<file path="config.mk">
export PLATFORM = sky130hd
export DESIGN_NAME = sap_top
export DESIGN_NICKNAME = d
export VERILOG_FILES = /design/src/rtl/sap_pkg.sv /design/src/rtl/sap_sync.sv /design/src/rtl/sap_top.sv
export SDC_FILE = /design/constraint.sdc
export NUM_CORES = 1
export LEC_CHECK = 0
export BUFFER_PORTS_ARGS = -buffer_cell sky130_fd_sc_hd__buf_2
export CORE_MARGIN = 2
export CORE_UTILIZATION = 45
export CTS_BUF_LIST = sky130_fd_sc_hd__clkbuf_2 sky130_fd_sc_hd__clkbuf_4 sky130_fd_sc_hd__clkbuf_8
export DETAILED_ROUTE_END_ITERATION = 16
export PLACE_DENSITY_LB_ADDON = 0.25
export SLEW_MARGIN = 25
export SYNTH_ARGS = -nofsm -noshare
export SYNTH_HDL_FRONTEND = slang
export SYNTH_SLANG_ARGS = --single-unit
</file>
<file path="constraint.sdc">
create_clock -name clk -period 2.5 [get_ports clk]
set_input_delay 0.25 -clock clk [delete_from_list [all_inputs] [get_ports clk]]
set_output_delay 0.25 -clock clk [all_outputs]
set_load 0.1 [all_outputs]
</file>
<file path="src/rtl/sap_pkg.sv">
// constants and types for the converter control and parallel read port
// Summary of operation
// RULE_01: a falling edge on conv_start_n starts a new conversion.
// RULE_02: conv_start_n and rd_n are honoured only while cs_n is low.
// RULE_03: data lines are driven only while rd_n and cs_n are both low.
// RULE_04: busy_n stays low for the whole conversion, then returns high.
// RULE_05: the result is valid by the rising edge of busy_n.
// RULE_06: host releases conv_start_n within 400ns or after busy_n rises.
// RULE_07: sleep_n low enters deepest power-down and drops reference_ready.
// RULE_08: reference_ready rises after the reference settles; host waits for it.
// RULE_09: nap_n low powers down all but reference; host waits 620ns after release.
// RULE_10: two-byte upper read puts bits 11..8 on lines 3..0, lines 7..4 low.
// RULE_11: two-byte lower read puts bits 7..0 on lines 7..0 within 100ns.
// RULE_12: host settles upper_byte_sel 10ns around the read strobe.
// RULE_13: two-byte format is straight binary unipolar, offset binary bipolar.
// RULE_14: bipolar zero step is 7FF/800 offset binary, 000/FFF two's complement.
// RULE_15: single-word format drives twelve lines, line eleven carries the MSB.
// RULE_16: conversion start clears the approximation register; starts ignored while busy.
// RULE_17: last result stays readable until the next conversion completes.
// RULE_18: starts are ignored in sleep, in nap, or while reference_ready is low.
package sap_pkg;

  // ------------------------------------------------------------
  // clock and timing
  // ------------------------------------------------------------
  localparam int CLK_PERIOD_NS = 25;
  localparam int BIT_SLOT_NS = 500; // one bit decision, first lands after 500ns
  localparam int BIT_SLOT_CYC = (BIT_SLOT_NS + CLK_PERIOD_NS - 1) / CLK_PERIOD_NS;
  localparam int REF_SETTLE_NS = 4_200_000;
  localparam int REF_SETTLE_CYC = (REF_SETTLE_NS + CLK_PERIOD_NS - 1) / CLK_PERIOD_NS;
  localparam int LOW_BYTE_VALID_NS = 100;
  localparam int LOW_BYTE_VALID_CYC = LOW_BYTE_VALID_NS / CLK_PERIOD_NS;

  // ------------------------------------------------------------
  // data widths and layout
  // ------------------------------------------------------------
  localparam int RES_W = 12;
  localparam int BYTE_W = 8;
  localparam int NIB_W = 4;
  localparam logic [RES_W-1:0] RESULT_RST = 12'h000;
  localparam logic [RES_W-1:0] OE_WORD = 12'hFFF;
  localparam logic [RES_W-1:0] OE_BYTE = 12'h0FF;

  // ------------------------------------------------------------
  // synchroniser vector layout
  // ------------------------------------------------------------
  localparam int SY_W = 8;
  localparam int SY_CS = 0;
  localparam int SY_CONV = 1;
  localparam int SY_RD = 2;
  localparam int SY_UBS = 3;
  localparam int SY_SLEEP = 4;
  localparam int SY_NAP = 5;
  localparam int SY_TWOB = 6;
  localparam int SY_BIP = 7;
  localparam logic [SY_W-1:0] SY_RST = 8'h37; // strobes, sleep_n and nap_n idle high; byte select and format modes low

  // ------------------------------------------------------------
  // converter sequencer states
  // ------------------------------------------------------------
  typedef enum logic [0:0] {
    SAP_IDLE = 1'b0,
    SAP_CONV = 1'b1
  } sap_state_type;

endpackage

</file>
<file path="src/rtl/sap_sync.sv">
// two flip-flop synchroniser for a vector of pin inputs
`timescale 1ns/10ps
module sap_sync #(
  parameter int W = 8,
  parameter logic [W-1:0] RST_VAL = '0
) (
  input wire logic clk,
  input wire logic rstn,
  input wire logic [W-1:0] din,
  output logic [W-1:0] dout
);

  logic [W-1:0] meta_q;
  logic [W-1:0] sync_q;

  // first stage feeds only the second stage
  always_ff @(posedge clk) begin
    if (!rstn) begin
      meta_q <= RST_VAL;
      sync_q <= RST_VAL;
    end else begin
      meta_q <= din;
      sync_q <= meta_q;
    end
  end

  assign dout = sync_q;

endmodule

</file>
<file path="src/rtl/sap_top.sv">
// converter sequencer, power modes and parallel read port
`timescale 1ns/10ps
module sap_top #(
  parameter int BIT_SLOT_CYC = sap_pkg::BIT_SLOT_CYC,
  parameter int REF_SETTLE_CYC = sap_pkg::REF_SETTLE_CYC
) (
  input wire logic clk,
  input wire logic rstn,
  input wire logic cs_n,
  input wire logic conv_start_n,
  input wire logic rd_n,
  input wire logic upper_byte_sel,
  input wire logic sleep_n,
  input wire logic nap_n,
  input wire logic two_byte_mode,
  input wire logic bipolar_mode,
  input wire logic comp_hi,
  output logic busy_n,
  output logic reference_ready,
  output logic [sap_pkg::RES_W-1:0] data_out,
  output logic [sap_pkg::RES_W-1:0] data_oe,
  output logic [sap_pkg::RES_W-1:0] dac_code,
  output logic sleep_pwrdn,
  output logic nap_pwrdn
);

  // ------------------------------------------------------------
  // elaboration checks
  // ------------------------------------------------------------
  if (BIT_SLOT_CYC < 2 || BIT_SLOT_CYC > 255) begin : g_bad_slot
    $error("BIT_SLOT_CYC must lie in 2..255");
  end
  if (REF_SETTLE_CYC < 1) begin : g_bad_ref
    $error("REF_SETTLE_CYC must be at least 1");
  end

  // derived sizes and fixed trial codes
  localparam int RW = sap_pkg::RES_W;
  localparam int CW = $clog2(REF_SETTLE_CYC + 1);
  localparam logic [CW-1:0] REF_LAST = CW'(REF_SETTLE_CYC);
  localparam logic [7:0] SLOT_LAST = 8'(BIT_SLOT_CYC - 1);
  localparam logic [RW-1:0] MSB_TRIAL = 12'h800;
  localparam logic [3:0] TOP_BIT = 4'hB;

  // ------------------------------------------------------------
  // pin synchronisers
  // ------------------------------------------------------------
  logic [sap_pkg::SY_W-1:0] pins;
  logic [sap_pkg::SY_W-1:0] sy;

  // every pin except clk, rstn and comp_hi passes two flip-flops before any logic reads it
  assign pins = {bipolar_mode, two_byte_mode, nap_n, sleep_n, upper_byte_sel, rd_n,
                 conv_start_n, cs_n};

  sap_sync #(
    .W(sap_pkg::SY_W),
    .RST_VAL(sap_pkg::SY_RST)
  ) u_sync (
    .clk(clk),
    .rstn(rstn),
    .din(pins),
    .dout(sy)
  );

  wire s_cs_n = sy[sap_pkg::SY_CS];
  wire s_conv_n = sy[sap_pkg::SY_CONV];
  wire s_rd_n = sy[sap_pkg::SY_RD];
  wire s_ubs = sy[sap_pkg::SY_UBS];
  wire s_sleep_n = sy[sap_pkg::SY_SLEEP];
  wire s_nap_n = sy[sap_pkg::SY_NAP];
  wire s_two_byte = sy[sap_pkg::SY_TWOB];
  wire s_bipolar = sy[sap_pkg::SY_BIP];

  // ------------------------------------------------------------
  // state
  // ------------------------------------------------------------
  sap_pkg::sap_state_type state_q, state_d;
  logic conv_prev_q;
  logic [7:0] slot_q, slot_d;
  logic [3:0] bit_q, bit_d;
  logic [RW-1:0] sar_q, sar_d;
  logic [RW-1:0] result_q, result_d;
  logic [CW-1:0] ref_cnt_q, ref_cnt_d;
  logic ref_rdy_q;
  logic busy_n_q;
  logic [RW-1:0] data_q, data_d;
  logic [RW-1:0] oe_q, oe_d;
  logic sleep_pd_q;
  logic nap_pd_q;

  // ------------------------------------------------------------
  // start detection and qualification
  // ------------------------------------------------------------
  wire start_fall = conv_prev_q & ~s_conv_n & ~s_cs_n; // RULE_01 RULE_02
  wire powered = s_sleep_n & s_nap_n;
  wire can_start = (state_q == sap_pkg::SAP_IDLE) & powered & ref_rdy_q; // RULE_16 RULE_18
  wire start_go = start_fall & can_start;

  // ------------------------------------------------------------
  // successive approximation step
  // ------------------------------------------------------------
  wire slot_end = (slot_q == SLOT_LAST);
  wire last_bit = (bit_q == 4'h0);
  wire [RW-1:0] trial = MSB_TRIAL >> (TOP_BIT - bit_q);
  wire [RW-1:0] sar_keep = comp_hi ? sar_q : (sar_q & ~trial);
  wire [RW-1:0] sar_next = last_bit ? sar_keep : (sar_keep | (trial >> 1));

  // sequencer: sleep or nap abandons a conversion and keeps the old result
  always_comb begin
    state_d = state_q;
    slot_d = slot_q;
    bit_d = bit_q;
    sar_d = sar_q;
    result_d = result_q;
    case (state_q)
      sap_pkg::SAP_IDLE: begin
        if (start_go) begin
          state_d = sap_pkg::SAP_CONV;
          sar_d = MSB_TRIAL; // RULE_16
          bit_d = TOP_BIT;
          slot_d = 8'h00;
        end
      end
      sap_pkg::SAP_CONV: begin
        if (!powered) begin
          state_d = sap_pkg::SAP_IDLE;
        end else if (slot_end) begin
          slot_d = 8'h00;
          sar_d = sar_next;
          bit_d = bit_q - 4'h1;
          if (last_bit) begin
            state_d = sap_pkg::SAP_IDLE;
            result_d = sar_keep; // RULE_05 RULE_17
          end
        end else begin
          slot_d = slot_q + 8'h01;
        end
      end
      default: begin
        state_d = sap_pkg::SAP_IDLE;
      end
    endcase
  end

  // ------------------------------------------------------------
  // reference settling after sleep
  // ------------------------------------------------------------
  // counter restarts in sleep and parks at its last value once settled
  assign ref_cnt_d = !s_sleep_n ? '0 :
                     (ref_cnt_q == REF_LAST) ? ref_cnt_q :
                     ref_cnt_q + 1'b1; // RULE_08

  // ------------------------------------------------------------
  // output coding and read port
  // ------------------------------------------------------------
  // coding reads the next result so the data registers load on the same edge
  // as busy_n rises; a host latching on that edge sees the new word
  wire [RW-1:0] twos = {~result_d[RW-1], result_d[RW-2:0]}; // RULE_14
  wire [RW-1:0] coded = (s_bipolar & ~s_two_byte) ? twos : result_d; // RULE_05 RULE_13
  wire [RW-1:0] hi_byte = {{(RW-sap_pkg::NIB_W){1'b0}}, coded[RW-1:sap_pkg::BYTE_W]}; // RULE_10
  wire [RW-1:0] lo_byte = {{(RW-sap_pkg::BYTE_W){1'b0}}, coded[sap_pkg::BYTE_W-1:0]}; // RULE_11
  wire [RW-1:0] byte_sel = s_ubs ? hi_byte : lo_byte;
  wire drive = ~s_cs_n & ~s_rd_n; // RULE_02 RULE_03
  assign data_d = s_two_byte ? byte_sel : coded; // RULE_15
  assign oe_d = !drive ? '0 : (s_two_byte ? sap_pkg::OE_BYTE : sap_pkg::OE_WORD); // RULE_03

  // sequencer registers
  always_ff @(posedge clk) begin
    if (!rstn) begin
      state_q <= sap_pkg::SAP_IDLE;
      slot_q <= 8'h00;
      bit_q <= 4'h0;
      sar_q <= sap_pkg::RESULT_RST;
      result_q <= sap_pkg::RESULT_RST;
      conv_prev_q <= 1'b1;
    end else begin
      state_q <= state_d;
      slot_q <= slot_d;
      bit_q <= bit_d;
      sar_q <= sar_d;
      result_q <= result_d;
      conv_prev_q <= s_conv_n;
    end
  end

  // status and power registers
  always_ff @(posedge clk) begin
    if (!rstn) begin
      ref_cnt_q <= '0;
      ref_rdy_q <= 1'b0;
      busy_n_q <= 1'b1;
      sleep_pd_q <= 1'b0;
      nap_pd_q <= 1'b0;
    end else begin
      ref_cnt_q <= ref_cnt_d;
      ref_rdy_q <= s_sleep_n & (ref_cnt_q == REF_LAST); // RULE_07 RULE_08
      busy_n_q <= (state_d != sap_pkg::SAP_CONV); // RULE_04
      sleep_pd_q <= ~s_sleep_n; // RULE_07
      nap_pd_q <= ~s_nap_n & s_sleep_n; // RULE_09
    end
  end

  // read port registers
  always_ff @(posedge clk) begin
    if (!rstn) begin
      data_q <= '0;
      oe_q <= '0;
    end else begin
      data_q <= data_d;
      oe_q <= oe_d;
    end
  end

  assign busy_n = busy_n_q;
  assign reference_ready = ref_rdy_q;
  assign data_out = data_q;
  assign data_oe = oe_q;
  assign dac_code = sar_q;
  assign sleep_pwrdn = sleep_pd_q;
  assign nap_pwrdn = nap_pd_q;

endmodule

</file>
==> metrics.md <==
| Metric | Value |
|---|---|
| R2r startpoint | `bit_q[0]$_SDFFE_PN0P_` |
| Nets@finish | `457` |
| Final Instance Area | `approximately 4200 sq um` |
| I/O Pins | `51` |
| Pwr dens | `just under 600 nW/um^2` |
| Sw Ratio | `25.0%` |
| Filler cells | `between 700 and 800` |
| Routed length per instance | `about 14 um` |
| First-pass GRT wire length | `12.8 mm` |
| Pre-antenna DRT Iters | `4` |
| Die W | `around 96 um` |
| Vias per cell | `approximately 5.3` |
| Leak | `approximately 1.6 nW` |
| Tcrit/Tclk final | `87.0%` |
| Worst R2R End | `data_out[2]$_SDFF_PN0_` |
| Fin. Hold Viols | `0` |
| Hold Crit Class | `in -> reg` |
| Vias | `slightly below 3000` |
| DRC viols | `0` |
| Multi-input gate area | `about 1800 sq um` |
| Least-Margin Pin Slew | `slightly below 0.7 ns` |
| Final setup viols | `0` |
| Int Power | `between 1.5 and 2 mW` |
| H-Tree Depth | `3` |
| Post-route setup TNS | `0 ns` |
| Antenna cells | `0` |
| Initial drt markers | `approximately 150` |
| Syn-to-layout area delta | `11.4%` |
| DP Wirelength | `approximately 5.5 mm` |
| Clock Sink Count | `90` |
| Die area | `roughly 9200 sq um` |
| Worst-case reg-to-reg path depth | `7` |
| Setup Skew | `0.0125 ns` |
| Synth top area share | `47.6%` |
| Post-CTS sizing | `0` |
| Final ANT Viol Nets | `0` |
| FMAX | `460 MHz` |
| IR drop worst, VDD | `between 300 and 400 uV` |
| Hold path startpoint | `conv_start_n` |
| Mapped Nets | `~420` |
| Synth warnings | `0` |
| CP Launch Type | `flip-flop` |
| Worst-Skew Late Latency | `about 0.37 ns` |
| Fin. max-slew vios | `0` |
| Hold Path Stages | `2` |
| Post-synth EDFFs | `0` |
| Hold worst-path end | `u_sync.meta_q[1]$_SDFF_PN1_` |
| Clk pin slew, worst setup/hold paths | `~0.090 ns` |
| CP Max Fanout | `10` |
| Synth area leaders | `dfxtp_1 (48%), nor2_1 (4.0%), a21oi_1 (3.2%)` |
| GRT overflow | `0` |
| Status | `completed` |
| Dpl cell area | `approximately 4000 sq um` |
| Synth cell types | `52` |
| Asr flop ratio synth | `0%` |
| Worst path arrival time | `2.42 ns` |
| Sequential cell area | `~1800 sq um` |
| Max-slew headroom | `between 50% and 60%` |
| Clock buffer count from CTS | `9` |
| Initial antenna violation count | `0` |
| Die Y | `95.7 um` |
| Share of cells above drive strength 1 | `between 10% and 20%` |
| CP Capture Type | `flip-flop` |
| Post-CTS Setup Bufs | `0` |
| Row count | `33` |
| FF-to-FF setup slack | `about 0.32 ns` |
| All-layer global routing usage | `between 15 and 20%` |
| RSZ-0062 raised after global routing | `no` |
| Area leader, netlist | `dfxtp_1` |
| CP Class | `reg -> reg` |
| Clock power frac | `a little under two fifths` |
| Sequential share of power | `between 50% and 60%` |
| Comb pwr share | `under 10%` |
| GPL Wtd Cong | `roughly 0.80` |
| Mapped Cells | `between 300 and 400` |
| Mapped Area | `3780 sq um` |
| PortBufs | `50` |
| Worst EP required | `2.74 ns` |
| Largest net degree at the start of global routing | `21` |
| DRT Wirelength | `7.76 mm` |
| Initial core utilization | `a little under half` |
| Post-route minimum period | `2.18 ns` |
| Top_reg_cell synth | `dfxtp_1` |
| Root buf cell | `clkbuf_8` |
| CTS tree | `built` |
| # hold bufs at CTS | `0` |
| Post-synthesis sequential area ratio | `between 40% and 50%` |
| Core Region | `around 8000 sq um` |
| Syn avg cell area | `between 9 and 10 sq um` |
| #FFs+latches synth | `90` |
| Switch Pwr | `approximately 0.6 mW` |
| Vias in the first global route | `2661` |
| Clock buffer depth | `2` |
| Maxcap violations | `0` |
## cell type report
| cell class | count | area share [%] |
|---|---|---|
| Tap cell | 105 | 3.12 |
| Inverter | 14 | 1.25 |
| Multi-Input combinational cell | 268 | 42.1 |
| Clock buffer | 9 | 2.94 |
| Sequential cell | 90 | 42.8 |
| Clock inverter | 7 | 1.22 |
| Timing Repair Buffer | 54 | 6.65 |
## worst max-delay path by stage
stage                     cells after the start                        from                      to
final                                         7       bit_q[0]$_SDFFE_PN0P_  data_out[2]$_SDFF_PN0_
after global routing                          7       bit_q[0]$_SDFFE_PN0P_  data_out[2]$_SDFF_PN0_
after CTS                                     7       bit_q[0]$_SDFFE_PN0P_  data_out[2]$_SDFF_PN0_
after detailed placement                      7       bit_q[0]$_SDFFE_PN0P_  data_out[2]$_SDFF_PN0_
after global placement                        7       bit_q[0]$_SDFFE_PN0P_  data_out[1]$_SDFF_PN0_
after floorplan                               4  reference_ready$_SDFF_PN0_  slot_q[5]$_SDFFE_PN0P_
## per-layer routing
layer  GRT usage (%)  share of wire [%]  vias up
li1                -                  -     1498
met5               0                  0        -
met1            23.2                 47     1342
met3            3.68                4.5        9
met2            29.8                 47       58
met4            7.50                1.4        0
## power by group through the flow
stage	Clock [mW]	Combinational (mW)	Sequential [mW]
floorplan	0	0.0542	1.50
global placement	0	0.0851	1.49
detailed placement	0	0.0859	1.49
CTS	0.942	0.0862	1.46
global route	0.996	0.0937	1.46
finish	0.913	0.0848	1.46
## sequential cells by signal (all words and copies together) (netlist names)
name,flops
ref_cnt_q,18
dac_code,12
data_out,12
result_q,12
slot_q,8
u_sync.dout,8
u_sync.meta_q,8
bit_q,4
data_oe,2
busy_n,1
conv_prev_q,1
nap_pwrdn,1
reference_ready,1
sleep_pwrdn,1
state_q,1
## cells by family (layout without fill, tap and decap cells)
logic type	count (synthesis)	count (layout)	share of synthesized area, %
and+or+nand+nor	152	152	22.9
DFF	90	90	47.6
AOI/OAI and AO/OA	78	78	13.8
buffers and inverters	41	84	5.52
xor gates and xnor gates	17	17	3.94
muxes	12	12	3.17
adders and majority gates	9	9	2.98
## cells in the mapped netlist (all sizes together), types with 4 or more instances
cell,number
dfxtp,90
nor2,40
a21oi,24
nand3,17
buf,14
inv,14
nand2b,14
clkbuf,13
mux2i,12
nor3,12
o21ai,12
nand2,11
nand4,11
and2,10
xnor2,10
a21boi,9
ha,9
o2bb2ai,9
nor4,7
xor2,7
or3,6
o22ai,5
and3,4
## stage by stage
step / worst slack (ns) / hold WS, ns / util [%] / power [mW] / instances
6_report: 0.324 / 0.0633 / 51.5 / 2.46 / 547
5_1_grt: 0.0726 / 0.0478 / 51.5 / 2.55 / 547
4_1_cts: 0.165 / 0.0426 / 51.5 / 2.49 / 547
3_5_place_dp: 0.184 / 0.395 / 49.4 / 1.58 / 531
3_3_place_gp: 0.275 / 0.388 / 49.4 / 1.58 / 531
2_1_floorplan: 0.314 / 0.351 / - / 1.56 / 399
## placed cells by master (no fill, tap or decap), types with 10 or more instances in the layout
cell type	synthesis	final
dfxtp_1	90	90
o21ai_0	11	11
inv_1	14	14
nand2b_1	14	14
nand2_1	11	11
a21oi_1	24	24
nand3_1	17	17
nand4_1	10	10
buf_2	2	50
mux2i_1	12	12
and2_1	10	10
xnor2_1	10	10
nor2_1	40	40
nor3_1	12	12
## worst max-delay path: stages (launching register included)
cell	delay (ns)
dfxtp_1	0.37
inv_1	0.12
ha_1	0.32
nand2_1	0.20
nor4_4	0.33
buf_4	0.30
mux2i_1	0.29
o22ai_1	0.12
Note: power is estimated with default switching activity, not from simulation.
